===== src/logic/dtf_consts.svh =====
// constants for the task file, sequencer and read gate
`ifndef DTF_CONSTS_SVH
`define DTF_CONSTS_SVH
`define DTF_A_NONE        3'h0
`define DTF_A_ERR         3'h1
`define DTF_A_SCNT        3'h2
`define DTF_A_SNUM        3'h3
`define DTF_A_CYLLO       3'h4
`define DTF_A_CYLHI       3'h5
`define DTF_A_DRVHEAD     3'h6
`define DTF_A_CMD         3'h7
`define DTF_E_BAD_BLOCK   7
`define DTF_E_DATA        6
`define DTF_E_HDR_NF      4
`define DTF_E_ABORT       2
`define DTF_E_HOME        1
`define DTF_E_MARK_MISS   0
`define DTF_ERR_MASK      8'hd7
`define DTF_DRVHEAD_ECC   7
`define DTF_CMD_T         0
`define DTF_CMD_L         1
`define DTF_CMD_M         2
`define DTF_OP_RESTORE    4'h1
`define DTF_OP_READ       4'h2
`define DTF_OP_WRITE      4'h3
`define DTF_OP_SCAN       4'h4
`define DTF_OP_SEEK       4'h7
`define DTF_TASK_RST      8'h00
`define DTF_PRECOMP_RST   8'hff
`define DTF_PRECOMP_OFF   8'hff
`define DTF_TRIES_RETRY   10
`define DTF_TRIES_NORETRY 2
`define DTF_RESTORE_STEPS 2047
`define DTF_RUN_BYTES     2
`define DTF_HOLD_BYTES    7
`define DTF_BACK_BYTES    2
`define DTF_BITS_PER_BYTE 8
`define DTF_CLK_NS        10
`define DTF_STEP_NS       3000
`define DTF_STEP_CYC      ((`DTF_STEP_NS + `DTF_CLK_NS - 1) / `DTF_CLK_NS)
`endif


===== src/logic/dtf_pkg.sv =====
// shared state types of the task file block
package dtf_pkg;
	typedef enum logic [2:0] {
		SEQ_IDLE    = 3'b000,
		SEQ_RESTORE = 3'b001,
		SEQ_SEARCH  = 3'b010,
		SEQ_AUTO    = 3'b011,
		SEQ_DATA    = 3'b100
	} dtf_seq_t;
	typedef enum logic [2:0] {
		GATE_IDLE = 3'b000,
		GATE_RUN  = 3'b001,
		GATE_OPEN = 3'b010,
		GATE_BACK = 3'b011,
		GATE_LOCK = 3'b100
	} dtf_gate_t;
endpackage


===== src/logic/dtf_gate_if.sv =====
// read gate signals between sequencer, byte timer and gate
`timescale 1ns/100ps
`default_nettype none
interface dtf_gate_if;
	logic byteTick;
	logic runDet;
	logic searchEn;
	logic markValid;
	logic markBad;
	logic readGate;
	modport timer (output byteTick, output runDet);
	modport gate (input byteTick, input runDet, input searchEn, input markValid,
		input markBad, output readGate);
	modport ctl (output searchEn, output markValid, output markBad, input readGate);
endinterface
`default_nettype wire


===== src/logic/dtf_byte_timer.sv =====
// byte-time ticks from the separator read clock, run detect sync
`include "dtf_consts.svh"
`timescale 1ns/100ps
`default_nettype none
module dtf_byte_timer
	import dtf_pkg::*;
#(
	parameter int BITS_PER_BYTE = `DTF_BITS_PER_BYTE
)(
	input  wire logic   clock,
	input  wire logic   sys_rst,
	input  wire logic   readClk,
	input  wire logic   runLengthDetect,
	dtf_gate_if.timer   g
);
	logic [1:0] clkSync;
	logic [1:0] runSync;
	logic       clkLast;
	logic [3:0] bitCnt;
	logic       tick;
	wire        clkRise = clkSync[1] && !clkLast;
	wire        byteEnd = clkRise && (bitCnt == 4'(BITS_PER_BYTE - 1));

	generate
		if (BITS_PER_BYTE < 2 || BITS_PER_BYTE > 16)
			$error("bits per byte out of range");
	endgenerate

	always_ff @(posedge clock or posedge sys_rst)
	begin
		if (sys_rst)
		begin
			clkSync <= 2'h0;
			runSync <= 2'h0;
			clkLast <= 1'b0;
			bitCnt  <= 4'h0;
			tick    <= 1'b0;
		end
		else
		begin
			clkSync <= {clkSync[0], readClk};
			runSync <= {runSync[0], runLengthDetect};
			clkLast <= clkSync[1];
			bitCnt  <= byteEnd ? 4'h0 : (clkRise ? bitCnt + 4'h1 : bitCnt);
			tick    <= byteEnd;
		end
	end

	assign g.byteTick = tick;
	assign g.runDet   = runSync[1];
endmodule
`default_nettype wire


===== src/logic/dtf_read_gate.sv =====
// read gate sequencing from run detect and address mark results
`include "dtf_consts.svh"
`timescale 1ns/100ps
`default_nettype none
module dtf_read_gate
	import dtf_pkg::*;
#(
	parameter int RUN_BYTES  = `DTF_RUN_BYTES,
	parameter int HOLD_BYTES = `DTF_HOLD_BYTES,
	parameter int BACK_BYTES = `DTF_BACK_BYTES
)(
	input  wire logic   clock,
	input  wire logic   sys_rst,
	dtf_gate_if.gate    g
);
	dtf_gate_t  state;
	dtf_gate_t  next_state;
	logic [3:0] cnt;
	logic [3:0] next_cnt;
	wire        holdOpen = cnt < 4'(HOLD_BYTES);

	generate
		if (RUN_BYTES < 1 || RUN_BYTES > 15 || HOLD_BYTES < 1 || HOLD_BYTES > 15
			|| BACK_BYTES < 1 || BACK_BYTES > 15)
			$error("byte counts out of range");
	endgenerate

	always_comb
	begin
		next_state = state;
		next_cnt   = cnt;
		case (state)
		GATE_IDLE:
		begin
			next_state = GATE_RUN;
			next_cnt   = 4'h0;
		end
		GATE_RUN:
			if (!g.runDet)
				next_cnt = 4'h0;
			// first tick only aligns to the byte grid, so one extra is counted
			else if (g.byteTick && cnt == 4'(RUN_BYTES))
			begin
				next_state = GATE_OPEN;
				next_cnt   = 4'h0;
			end
			else if (g.byteTick)
				next_cnt = cnt + 4'h1;
		GATE_OPEN:
			if (g.markValid)
				next_state = GATE_LOCK;
			else if (g.markBad)
			begin
				next_state = GATE_BACK;
				next_cnt   = 4'h0;
			end
			else if (!g.runDet && holdOpen)
			begin
				next_state = GATE_RUN;
				next_cnt   = 4'h0;
			end
			else if (g.byteTick && holdOpen)
				next_cnt = cnt + 4'h1;
		GATE_BACK:
			if (g.byteTick && cnt == 4'(BACK_BYTES))
			begin
				next_state = GATE_RUN;
				next_cnt   = 4'h0;
			end
			else if (g.byteTick)
				next_cnt = cnt + 4'h1;
		GATE_LOCK:
			next_state = GATE_LOCK;
		default:
			next_state = GATE_IDLE;
		endcase
		if (!g.searchEn)
		begin
			next_state = GATE_IDLE;
			next_cnt   = 4'h0;
		end
	end

	always_ff @(posedge clock or posedge sys_rst)
	begin
		if (sys_rst)
		begin
			state <= GATE_IDLE;
			cnt   <= 4'h0;
		end
		else
		begin
			state <= next_state;
			cnt   <= next_cnt;
		end
	end

	// gate low in every state that is not examining data
	assign g.readGate = (state == GATE_OPEN) || (state == GATE_LOCK);
endmodule
`default_nettype wire


===== src/logic/dtf_task_file_read_gate.sv =====
// task file, command sequencer and drive-side strobes of the disk controller
// Behaviour
// - eight byte registers on three address lines
// - address zero leaves data bus undriven
// - master reset keeps task file contents
// - read gate low unless examining data
// - read gate after two byte times run
// - run loss before seven bytes restarts
// - bad mark drops gate two bytes
// - reduced current at four times threshold
// - threshold FF never reduces current
// - bad block mark sets bit seven
// - check mode: bit six, ten rereads
// - correction mode: bit six, ten corrections
// - long mode skips data checking
// - error bits five, three read zero
// - header miss sets bit four, sticky
// - scan: ten tries, two without retry
// - read/write: ten, auto seek, ten more
// - abort on not ready, fault, unknown
// - restore fails after 2047 steps
// - missing data mark sets bit zero
// - sector count decrements, zero means 256
// - drive/head write pulses latch enable
// - corrected bit zero outside correction mode
// - command bit zero disables retry
// - command bit one selects long mode
`include "dtf_consts.svh"
`timescale 1ns/100ps
`default_nettype none
module dtf_task_file_read_gate
	import dtf_pkg::*;
(
	input  wire logic        clock,
	input  wire logic        sys_rst,
	input  wire logic        masterReset,
	input  wire logic [2:0]  hostAddr,
	input  wire logic        hostCsN,
	input  wire logic        hostReN,
	input  wire logic        hostWeN,
	input  wire logic [7:0]  hostDataIn,
	output logic      [7:0]  hostDataOut,
	output logic             hostDataOe,
	input  wire logic        readClk,
	input  wire logic        runLengthDetect,
	output logic             readGate,
	input  wire logic        driveReadyIn,
	input  wire logic        writeFaultIn,
	input  wire logic        trackZeroIn,
	input  wire logic        seekCompleteIn,
	output logic             reducedWriteCurrent,
	output logic             selectLatchEnable,
	output logic             stepOut,
	output logic             autoScanSeek,
	input  wire logic        hdrFound,
	input  wire logic        hdrMiss,
	input  wire logic [10:0] hdrCylinder,
	input  wire logic        badBlockMark,
	input  wire logic        markValid,
	input  wire logic        markBad,
	input  wire logic        dataCheckErr,
	input  wire logic        correctOk,
	input  wire logic        correctFail,
	input  wire logic        dataMarkMiss,
	input  wire logic        sectorDone
);
	localparam int         NSYNC         = 19;
	localparam logic [8:0]  STEP_LAST     = 9'(`DTF_STEP_CYC - 1);
	localparam logic [10:0] RESTORE_STEPS = 11'(`DTF_RESTORE_STEPS);
	localparam logic [3:0]  RETRY_MAX     = 4'(`DTF_TRIES_RETRY);

	generate
		if (`DTF_STEP_CYC < 1 || `DTF_STEP_CYC > 512)
			$error("step period does not fit its timer");
	endgenerate

	function automatic logic [3:0] tryLimit(input logic noRetryBit);
		tryLimit = noRetryBit ? 4'(`DTF_TRIES_NORETRY) : 4'(`DTF_TRIES_RETRY);
	endfunction

	function automatic logic opKnown(input logic [3:0] code);
		opKnown = (code == `DTF_OP_RESTORE) || (code == `DTF_OP_READ)
			|| (code == `DTF_OP_WRITE) || (code == `DTF_OP_SCAN)
			|| (code == `DTF_OP_SEEK);
	endfunction

	// pin synchronisers; host strobes, address and data travel together
	logic [NSYNC-1:0] syncA;
	logic [NSYNC-1:0] syncB;
	logic             weLast;
	wire  [NSYNC-1:0] pinVec = {hostAddr, hostCsN, hostReN, hostWeN, hostDataIn,
		masterReset, driveReadyIn, writeFaultIn, trackZeroIn, seekCompleteIn};
	wire  [2:0]       addrS   = syncB[18:16];
	wire              csNS    = syncB[15];
	wire              reNS    = syncB[14];
	wire              weNS    = syncB[13];
	wire  [7:0]       dataS   = syncB[12:5];
	wire              mstRstS = syncB[4];
	wire              readyS  = syncB[3];
	wire              faultS  = syncB[2];
	wire              homeS   = syncB[1];
	wire              seekS   = syncB[0];

	// task file
	logic [7:0]  precompCyl;
	logic [7:0]  sectorCount;
	logic [7:0]  sectorNumber;
	logic [7:0]  cylLow;
	logic [7:0]  cylHigh;
	logic [7:0]  sizeDriveHeadReg;
	logic [7:0]  commandCode;
	logic [7:0]  errorFlags;
	logic [7:0]  next_precompCyl;
	logic [7:0]  next_sectorCount;
	logic [7:0]  next_sectorNumber;
	logic [7:0]  next_cylLow;
	logic [7:0]  next_cylHigh;
	logic [7:0]  next_sizeDriveHeadReg;
	logic [7:0]  next_commandCode;
	logic [7:0]  next_errorFlags;

	// sequencer
	dtf_seq_t    seqState;
	dtf_seq_t    next_seqState;
	logic [3:0]  tries;
	logic [3:0]  next_tries;
	logic [3:0]  dataTries;
	logic [3:0]  next_dataTries;
	logic        phase2;
	logic        next_phase2;
	logic [10:0] stepCnt;
	logic [10:0] next_stepCnt;
	logic [8:0]  stepTmr;
	logic [8:0]  next_stepTmr;
	logic [10:0] presentCyl;
	logic [10:0] next_presentCyl;
	logic        statErr;
	logic        next_statErr;
	logic        corrected;
	logic        next_corrected;
	logic        next_stepPulse;
	logic [7:0]  readMux;

	wire         selected   = !csNS && (addrS != `DTF_A_NONE);
	wire         busy       = seqState != SEQ_IDLE;
	wire         wrStb      = selected && !weNS && weLast && !busy;
	wire         rdActive   = selected && !reNS;
	wire         wrCmd      = wrStb && (addrS == `DTF_A_CMD);
	wire         wrHead     = wrStb && (addrS == `DTF_A_DRVHEAD);
	wire  [3:0]  newOp      = dataS[7:4];
	wire  [3:0]  op         = commandCode[7:4];
	wire         isScan     = op == `DTF_OP_SCAN;
	wire         noRetry    = commandCode[`DTF_CMD_T];
	wire         longMode   = commandCode[`DTF_CMD_L];
	wire         multi      = commandCode[`DTF_CMD_M];
	wire         eccMode    = sizeDriveHeadReg[`DTF_DRVHEAD_ECC];
	wire  [3:0]  tryMax     = tryLimit(noRetry);
	wire  [10:0] cylTarget  = {cylHigh[2:0], cylLow};
	wire  [7:0]  sectorLeft = sectorCount - 8'h01;
	wire  [7:0]  errView    = errorFlags & `DTF_ERR_MASK;
	wire  [7:0]  statusView = {busy, readyS, faultS, seekS, 1'b0,
		corrected && eccMode, busy, statErr};
	wire  [10:0] rwcStart   = {1'b0, precompCyl, 2'b00};
	wire         rwcOn      = (precompCyl != `DTF_PRECOMP_OFF) && (presentCyl >= rwcStart);

	dtf_gate_if gif ();

	dtf_byte_timer u_timer (
		.clock           (clock),
		.sys_rst         (sys_rst),
		.readClk         (readClk),
		.runLengthDetect (runLengthDetect),
		.g               (gif.timer)
	);

	dtf_read_gate u_gate (
		.clock   (clock),
		.sys_rst (sys_rst),
		.g       (gif.gate)
	);

	assign gif.searchEn  = (seqState == SEQ_SEARCH) || (seqState == SEQ_DATA);
	assign gif.markValid = markValid;
	assign gif.markBad   = markBad;
	assign readGate      = gif.readGate;
	assign autoScanSeek  = seqState == SEQ_AUTO;

	// while busy every nonzero address, the command slot included, answers with status
	always_comb
	begin
		case (addrS)
		`DTF_A_ERR:     readMux = errView;
		`DTF_A_SCNT:    readMux = sectorCount;
		`DTF_A_SNUM:    readMux = sectorNumber;
		`DTF_A_CYLLO:   readMux = cylLow;
		`DTF_A_CYLHI:   readMux = cylHigh;
		`DTF_A_DRVHEAD: readMux = sizeDriveHeadReg;
		default:        readMux = statusView;
		endcase
		if (busy)
			readMux = statusView;
	end

	always_comb
	begin
		next_precompCyl       = precompCyl;
		next_sectorCount      = sectorCount;
		next_sectorNumber     = sectorNumber;
		next_cylLow           = cylLow;
		next_cylHigh          = cylHigh;
		next_sizeDriveHeadReg = sizeDriveHeadReg;
		next_commandCode      = commandCode;
		next_errorFlags       = errorFlags;
		next_seqState         = seqState;
		next_tries            = tries;
		next_dataTries        = dataTries;
		next_phase2           = phase2;
		next_stepCnt          = stepCnt;
		next_stepTmr          = stepTmr;
		next_presentCyl       = presentCyl;
		next_statErr          = statErr;
		next_corrected        = corrected;
		next_stepPulse        = 1'b0;
		if (wrStb)
		begin
			case (addrS)
			`DTF_A_ERR:     next_precompCyl = dataS;
			`DTF_A_SCNT:    next_sectorCount = dataS;
			`DTF_A_SNUM:    next_sectorNumber = dataS;
			`DTF_A_CYLLO:   next_cylLow = dataS;
			`DTF_A_CYLHI:   next_cylHigh = dataS;
			`DTF_A_DRVHEAD: next_sizeDriveHeadReg = dataS;
			default:        next_commandCode = dataS;
			endcase
		end
		if (badBlockMark && busy)
			next_errorFlags[`DTF_E_BAD_BLOCK] = 1'b1;
		case (seqState)
		SEQ_IDLE:
			if (wrCmd)
			begin
				next_errorFlags = 8'h00;
				next_statErr    = 1'b0;
				next_corrected  = 1'b0;
				next_tries      = 4'h0;
				next_dataTries  = 4'h0;
				next_phase2     = 1'b0;
				next_stepCnt    = 11'h000;
				next_stepTmr    = 9'h000;
				if (!readyS || faultS || !opKnown(newOp))
				begin
					next_errorFlags[`DTF_E_ABORT] = 1'b1;
					next_statErr = 1'b1;
				end
				else if (newOp == `DTF_OP_RESTORE)
					next_seqState = SEQ_RESTORE;
				else if (newOp == `DTF_OP_SEEK)
					next_presentCyl = cylTarget;
				else
				begin
					if (newOp != `DTF_OP_SCAN)
						next_presentCyl = cylTarget;
					next_seqState = SEQ_SEARCH;
				end
			end
		SEQ_RESTORE:
			if (homeS)
			begin
				next_presentCyl = 11'h000;
				next_seqState   = SEQ_IDLE;
			end
			else if (stepTmr != STEP_LAST)
				next_stepTmr = stepTmr + 9'h001;
			else if (stepCnt == RESTORE_STEPS)
			begin
				next_errorFlags[`DTF_E_HOME] = 1'b1;
				next_statErr  = 1'b1;
				next_seqState = SEQ_IDLE;
			end
			else
			begin
				next_stepTmr   = 9'h000;
				next_stepCnt   = stepCnt + 11'h001;
				next_stepPulse = 1'b1;
			end
		SEQ_SEARCH:
			if (hdrFound)
			begin
				next_tries = 4'h0;
				if (isScan)
				begin
					next_presentCyl = hdrCylinder;
					next_seqState   = SEQ_IDLE;
				end
				else
					next_seqState = SEQ_DATA;
			end
			else if (hdrMiss)
			begin
				next_errorFlags[`DTF_E_HDR_NF] = 1'b1;
				if (tries + 4'h1 < tryMax)
					next_tries = tries + 4'h1;
				else if (!isScan && !noRetry && !phase2)
				begin
					next_phase2   = 1'b1;
					next_tries    = 4'h0;
					next_seqState = SEQ_AUTO;
				end
				else
				begin
					next_statErr  = 1'b1;
					next_seqState = SEQ_IDLE;
				end
			end
		SEQ_AUTO:
		begin
			next_presentCyl = cylTarget;
			next_seqState   = SEQ_SEARCH;
		end
		SEQ_DATA:
			if (dataMarkMiss)
			begin
				next_errorFlags[`DTF_E_MARK_MISS] = 1'b1;
				next_statErr  = 1'b1;
				next_seqState = SEQ_IDLE;
			end
			else if (dataCheckErr && !longMode)
			begin
				next_errorFlags[`DTF_E_DATA] = 1'b1;
				if (noRetry)
				begin
					next_statErr  = 1'b1;
					next_seqState = SEQ_IDLE;
				end
				else if (!eccMode && dataTries == RETRY_MAX)
				begin
					next_statErr  = 1'b1;
					next_seqState = SEQ_IDLE;
				end
				else if (!eccMode)
				begin
					next_dataTries = dataTries + 4'h1;
					next_seqState  = SEQ_SEARCH;
				end
			end
			else if (correctOk && eccMode && !noRetry)
				next_corrected = 1'b1;
			else if (correctFail && eccMode && !noRetry)
			begin
				next_dataTries = dataTries + 4'h1;
				if (dataTries + 4'h1 == RETRY_MAX)
				begin
					next_statErr  = 1'b1;
					next_seqState = SEQ_IDLE;
				end
			end
			else if (sectorDone)
			begin
				next_dataTries = 4'h0;
				next_seqState  = SEQ_IDLE;
				if (multi)
				begin
					next_sectorCount  = sectorLeft;
					next_sectorNumber = sectorNumber + 8'h01;
					if (sectorLeft != 8'h00)
						next_seqState = SEQ_SEARCH;
				end
			end
		default:
			next_seqState = SEQ_IDLE;
		endcase
		// master reset stops the sequencer only; task file holds its values
		if (mstRstS)
		begin
			next_seqState  = SEQ_IDLE;
			next_stepPulse = 1'b0;
		end
	end

	always_ff @(posedge clock or posedge sys_rst)
	begin
		if (sys_rst)
		begin
			syncA  <= '1;
			syncB  <= '1;
			weLast <= 1'b1;
		end
		else
		begin
			syncA  <= pinVec;
			syncB  <= syncA;
			weLast <= weNS;
		end
	end

	always_ff @(posedge clock or posedge sys_rst)
	begin
		if (sys_rst)
		begin
			precompCyl       <= `DTF_PRECOMP_RST;
			sectorCount      <= `DTF_TASK_RST;
			sectorNumber     <= `DTF_TASK_RST;
			cylLow           <= `DTF_TASK_RST;
			cylHigh          <= `DTF_TASK_RST;
			sizeDriveHeadReg <= `DTF_TASK_RST;
			commandCode      <= `DTF_TASK_RST;
			errorFlags       <= `DTF_TASK_RST;
		end
		else
		begin
			precompCyl       <= next_precompCyl;
			sectorCount      <= next_sectorCount;
			sectorNumber     <= next_sectorNumber;
			cylLow           <= next_cylLow;
			cylHigh          <= next_cylHigh;
			sizeDriveHeadReg <= next_sizeDriveHeadReg;
			commandCode      <= next_commandCode;
			errorFlags       <= next_errorFlags;
		end
	end

	always_ff @(posedge clock or posedge sys_rst)
	begin
		if (sys_rst)
		begin
			seqState   <= SEQ_IDLE;
			tries      <= 4'h0;
			dataTries  <= 4'h0;
			phase2     <= 1'b0;
			stepCnt    <= 11'h000;
			stepTmr    <= 9'h000;
			presentCyl <= 11'h000;
			statErr    <= 1'b0;
			corrected  <= 1'b0;
		end
		else
		begin
			seqState   <= next_seqState;
			tries      <= next_tries;
			dataTries  <= next_dataTries;
			phase2     <= next_phase2;
			stepCnt    <= next_stepCnt;
			stepTmr    <= next_stepTmr;
			presentCyl <= next_presentCyl;
			statErr    <= next_statErr;
			corrected  <= next_corrected;
		end
	end

	always_ff @(posedge clock or posedge sys_rst)
	begin
		if (sys_rst)
		begin
			hostDataOut         <= 8'h00;
			hostDataOe          <= 1'b0;
			reducedWriteCurrent <= 1'b0;
			selectLatchEnable   <= 1'b0;
			stepOut             <= 1'b0;
		end
		else
		begin
			hostDataOut         <= readMux;
			hostDataOe          <= rdActive;
			reducedWriteCurrent <= rwcOn;
			selectLatchEnable   <= wrHead;
			stepOut             <= next_stepPulse;
		end
	end
endmodule
`default_nettype wire

===== config.mk =====
export PLATFORM = sky130hd
export DESIGN_NAME = dtf_task_file_read_gate
export DESIGN_NICKNAME = d
export VERILOG_FILES = /design/src/logic/dtf_pkg.sv /design/src/logic/dtf_gate_if.sv /design/src/logic/dtf_byte_timer.sv /design/src/logic/dtf_read_gate.sv /design/src/logic/dtf_task_file_read_gate.sv
export VERILOG_INCLUDE_DIRS = /design/src /design/src/logic
export SDC_FILE = /design/constraint.sdc
export NUM_CORES = 1
export LEC_CHECK = 0
export BUFFER_PORTS_ARGS = -buffer_cell sky130_fd_sc_hd__buf_4
export CAP_MARGIN = 20
export CORE_ASPECT_RATIO = 0.5
export CORE_MARGIN = 2
export CORE_UTILIZATION = 55
export CTS_BUF_LIST = sky130_fd_sc_hd__clkbuf_8
export DETAILED_ROUTE_END_ITERATION = 12
export GPL_ROUTABILITY_DRIVEN = 0
export PLACE_DENSITY = 0.79
export RECOVER_POWER = 100
export SYNTH_ARGS = -nofsm -noshare
export SYNTH_HDL_FRONTEND = slang
export SYNTH_SLANG_ARGS = --single-unit

===== constraint.sdc =====
create_clock -name clock -period 13.6 [get_ports clock]
set_input_delay 1.36 -clock clock [delete_from_list [all_inputs] [get_ports clock]]
set_output_delay 1.36 -clock clock [all_outputs]
set_load 0.005 [all_outputs]

==> results.cfg, run 1 <==
[status]
status = finished with violations
violations = capacitance limit, slew limit

[synth]
synth_area_leaders = dfrtp_1 38%, dfstp_2 15%, mux2_2 4.1%
synth_top_area_share_pct = 37.6
synth.most_common_cell = dfrtp_1
synth_edf_count = 0
yosysSeqAreaShare_pct = 52.3
avgSynthCellArea_um2 = 10.5
syn_nets = 869
syn_inst = 804
synth_area_um2 = 8440
synth-main-ff-cell = dfrtp_1
yosysUniqueCellTypes = 74
yosys_warnings = 0
synthArstFlopShare_pct = 100
yosys.area.top_type = dfrtp_1
synth_commonest_cells = 127 x dfrtp_1, 74 x nand2_1, 63 x nor2_1, 54 x o21ai_0, 47 x dfstp_2
synth_seq_cells = 174

[global_route]
grt_first_pass_wirelength_mm = 31.4
grt_pass1_vias = 6162
globalRouteTotalUtil_pct = 24.7
grt_max_degree = 104
grt-ovfl-total = 0
antenna_found_initial = 0

[setup_path]
cp_num_buf_inv = 3
critPathTopFamily = buffers and inverters
required_ps = 13330
crit_path_cell_trace = clkbuf_4 -> clkinvlp_2 -> clkbuf_1
critical_path_class = in -> async
slowest_stage = clkbuf_1
cp_max_fo = 103
cp-end-kind = asynchronous set/reset pin
slowest_delay_ps = 2720
arrival_ps = 6710
cp-start-kind = input pin

[floorplanning]
rows = 31
die-area_um2 = 16400
start_util_pct = 57.3
die_w_um = 179
die_h_um = 91.6
coreArea_um2 = 14700
io_pins = 58

[routing]
wl_mm = 19.5
drt_first_pass_iters = 5
vias = 6465
vias_per_cell = 6.13
drtAntennaViolNets = 0
wire_per_inst_um = 18.5
drc = 0
drtIter0Drc = 519

[sta]
fmax_mhz = 143
skew_ps = 14.1
hold_viol = 0
min_period_over_period_pct = 51.3
drv_slew = 177
slew_headroom_pct = -189
finalSetupViolCount = 0
fin_crit_ps = 6980
fin_tns_setup_ps = 0
rsz0062_at_grt = false
worstMarginPinSlew_ps = 4310

[cts]
clkTransAtPathRegs_ps = 100
cts_hold_buf = 0
cts_root_buf = clkbuf_8
cts_tree = yes
cts_resized = 0
cts_buffer_depth = 2
numCtsBuffers = 17
numClockSinks = 174
post_cts_buffers = 0
clock_latency_ps = 460
ctsHtreeMaxLevel = 4

[pwr]
netSwitchingFraction_pct = 32.2
powerDensity_nw_per_um2 = 138
p_clk_share_pct = 26.0
sequentialPowerShare_pct = 54.3
ir_drop_mv = 0.0726
p_sw_mw = 0.410
comb_power_share_pct = 19.6
p_int_mw = 0.864
p_leak_nw = 4.05

[placed_design]
dp_hpwl_mm = 13.4
place_inst = 1023
numPortBuffers = 57

[layout]
finalNonFillerCells = 1055
fin_nets = 909
fillers = 1188
diodes = 0
area_delta_synth_final_pct = 9.14
drive_gt1_share_pct = 20.1

[flow_run]
cap_violations = 3

[hold_path]
hp-class = reg -> reg
[area by class of cell]
type | count | area [um^2] | share of cell area [%]
inverters | 33 | 125 | 1.36
clock buffers | 17 | 234 | 2.54
well taps | 198 | 248 | 2.69
flip-flops and latches | 174 | 4410 | 47.9
clock inverters | 15 | 114 | 1.24
repair buffers | 60 | 428 | 4.64
multi-input cells | 558 | 3650 | 39.6
[power groups by stage]
stage	sequential (mW)	combinational, mW	clock [mW]
floorplan	0.662	0.194	0
global placement	0.694	0.235	0
detailed placement	0.698	0.251	0
CTS	0.690	0.252	0.338
global route	0.702	0.279	0.359
finish	0.692	0.250	0.332
[placed cells by master (no fill, tap or decap), drive strengths merged, types with 6 or more instances in the layout]
cell type	n
a211oi	6
a21oi	39
a221oi	6
a22o	16
a31oi	12
and3	10
buf	19
clkbuf	58
dfrtp	127
dfstp	47
ha	21
inv	41
mux2	44
mux2i	9
nand2	77
nand2b	9
nand3	25
nand4	14
nor2	64
nor2b	10
nor3	21
o21ai	59
o22ai	8
xnor2	13
[flip-flops by register name, summed over array words and instances (netlist names), 3 cells and up]
signal and count:
hostDataOut 8, commandCode 7, presentCyl 11, sectorCount 8, tries 4, u_timer.bitCnt 4, precompCyl 8, syncB 19
dataTries 4, sizeDriveHeadReg 8, syncA 19, sectorNumber 8, cylHigh 8, stepTmr 9, seqState 3, u_gate.state 3
u_gate.cnt 4, errorFlags 6, cylLow 8, stepCnt 11
[layer usage]
metal / vias up / GRT usage (%) / share of wire [%]
li1: 2984 / - / -
met1: 3214 / 35.2 / 45
met2: 229 / 38.0 / 47
met3: 38 / 6.01 / 6.7
met4: 0 / 6.52 / 1.4
met5: - / 0 / 0
[worst paths after layout]
check / start / end / slack [ps] / cells past startpoint
setup / recovery: sys_rst / cylLow[1] / 6620 / 3
hold / removal: syncA[5] / syncB[5] / 350 / 0
setup reg to reg: syncB[16] / precompCyl[0] / 9870 / 5
hold reg to reg: syncA[5] / syncB[5] / 350 / 0
max in group clock: syncB[16] / precompCyl[0] / 9870 / 5
min in group asynchronous: sys_rst / u_timer.clkSync[0] / 2200 / 2
[logic make-up after synthesis]
logic type	after synthesis	share of synthesized area [%]
compound gates	192	14.9
xor+xnor	18	1.87
fa+ha+maj	21	3.11
buf+inv	72	3.70
flops	174	52.3
mux	53	6.94
simple gates	274	17.2
[metrics by stage]
stage	setup slack (ps)	hold WS (ps)	utilization [%]	cell area [um^2]	total power [mW]
final	6620	348	62.5	9220	1.27
after global routing	5360	355	62.5	9220	1.34
after CTS	10450	344	63.1	9310	1.28
after detailed placement	10400	335	60.8	8960	0.949
after global placement	10520	333	60.8	8960	0.929
after floorplan	7600	331	-	8440	0.856
No activity file was read; power rests on OpenSTA's default activity.
==> run 2, diff against run 1 <==
==> constraint.sdc (replaced) <==
create_clock -name clock -period 7.1 [get_ports clock]
set_input_delay 0.71 -clock clock [delete_from_list [all_inputs] [get_ports clock]]
set_output_delay 0.71 -clock clock [all_outputs]
set_load 0.005 [all_outputs]
==> results.cfg, run 2 (same netlist as run 1, synthesis figures left out) <==
[status]
status = finished with violations
violations = capacitance limit, slew limit

[layout]
area_delta_synth_final_pct = 9.78
reg.largest.list = syncA (19), syncB (19)
fin_nets = 909
drive_gt1_share_pct = 20.5
finalNonFillerCells = 1055
layout_common_cells = 127 x dfrtp_1, 77 x nand2_1, 64 x nor2_1
layout_commonest_cell = dfrtp_1
diodes = 0

[pwr]
p_sw_mw = 0.797
p_clk_share_pct = 27.2
netSwitchingFraction_pct = 32.3
p_leak_nw = 4.08
p_int_mw = 1.67
comb_power_share_pct = 19.0
powerDensity_nw_per_um2 = 266
ir_drop_mv = 0.143
sequentialPowerShare_pct = 53.8

[routing]
drc = 0
vias = 6376
wl_mm = 19.0
drtIter0Drc = 580
drtAntennaViolNets = 0
wire_per_inst_um = 18.0
drt_first_pass_iters = 5
vias_per_cell = 6.04

[setup_path]
r2r_end = presentCyl[1]
cp-end-kind = flip-flop
cp-start-kind = flip-flop
critical_path_class = reg -> reg
arrival_ps = 4190
r2r_start = syncB[16]
ff2ff_setup_slack_ps = 3260
r2r_cells = 7
cp_max_fo = 26
required_ps = 7450

[cts]
cts_tree = yes
numClockSinks = 174
cts_resized = 0
clock_latency_ps = 470
clkTransAtPathRegs_ps = 110
ctsHtreeMaxLevel = 4
post_cts_buffers = 0
numCtsBuffers = 17
cts_hold_buf = 0
cts_buffer_depth = 2
cts_root_buf = clkbuf_8

[floorplanning]
rows = 31
die_w_um = 179
start_util_pct = 57.3
coreArea_um2 = 14700
die_h_um = 91.6
io_pins = 58
die-area_um2 = 16400

[flow_run]
cap_violations = 1

[hold_path]
worstHoldEndpoint = syncA[0]
hp-class = in -> reg
min_from = seekCompleteIn
hold_path_depth = 1

[sta]
finalSetupViolCount = 0
worstMarginPinSlew_ps = 4380
fmax_mhz = 260
hold_viol = 0
drv_slew = 102
skew_ps = 17.4
rsz0062_at_grt = false
slew_headroom_pct = -194
fin_tns_setup_ps = 0
min_period_over_period_pct = 54.1
fin_crit_ps = 3840
worst_hold_slack_ps = 332

[global_route]
antenna_found_initial = 0
globalRouteTotalUtil_pct = 24.4
grt_first_pass_wirelength_mm = 30.8
grt_max_degree = 102
grt-ovfl-total = 0
grt_pass1_vias = 5999

[placed_design]
place_inst = 1023
dp_hpwl_mm = 13.2
numPortBuffers = 57
run 2: changes by cell type in the layout (fill, tap and decap cells not counted), sizes merged:
cell,delta
clkbuf,-4
buf,+4
inv,+2
clkinvlp,-1
clkinv,-1
run 2: per-stage QoR:
stage	util (%)	power [mW]	setup slack, ps	instance area [um^2]
global placement	60.8	1.78	4260	8960
detailed placement	60.8	1.81	4210	8960
CTS	63.3	2.48	4160	9330
global route	62.9	2.61	2480	9270
floorplan	-	1.64	1750	8440
finish	62.9	2.46	3260	9270
run 2: layer usage:
metal	vias to the layer above	GRT usage, %	share of wire (%)
met4	0	6.52	1.6
met5	-	0	0
li1	2987	-	-
met3	26	5.76	7.2
met1	3140	35.5	45
met2	223	37.0	46
run 2: worst max-delay path by stage:
stage,start,end,slack (ps)
after floorplan,sys_rst,commandCode[0],1750
after global placement,seqState[2],presentCyl[10],4260
after detailed placement,seqState[2],presentCyl[0],4210
after CTS,seqState[2],presentCyl[7],4160
after global routing,sys_rst,presentCyl[3],2480
final,syncB[16],presentCyl[1],3260
run 2: critical path, stage by stage, from the launching register on:
cell	delay (ps)
dfstp_1	1030
nand4b_1	330
nor3_4	190
clkbuf_1	810
nand2_1	180
o21ai_0	190
and3_1	570
mux2_1	390
run 2: layout make-up:
class / count / area, um^2
multi-input cells: 558 / 3660
inverters: 33 / 125
repair buffers: 60 / 443
well taps: 198 / 248
clock inverters: 15 / 141
fillers: 1207 / 5470
flip-flops and latches: 174 / 4410
clock buffers: 17 / 234
run 2: power groups by stage:
stage | logic [mW] | registers, mW | clock network, mW
after floorplan | 0.371 | 1.27 | 0
after global placement | 0.450 | 1.33 | 0
after detailed placement | 0.468 | 1.34 | 0
after CTS | 0.475 | 1.32 | 0.682
after global routing | 0.532 | 1.35 | 0.729
final | 0.468 | 1.33 | 0.669
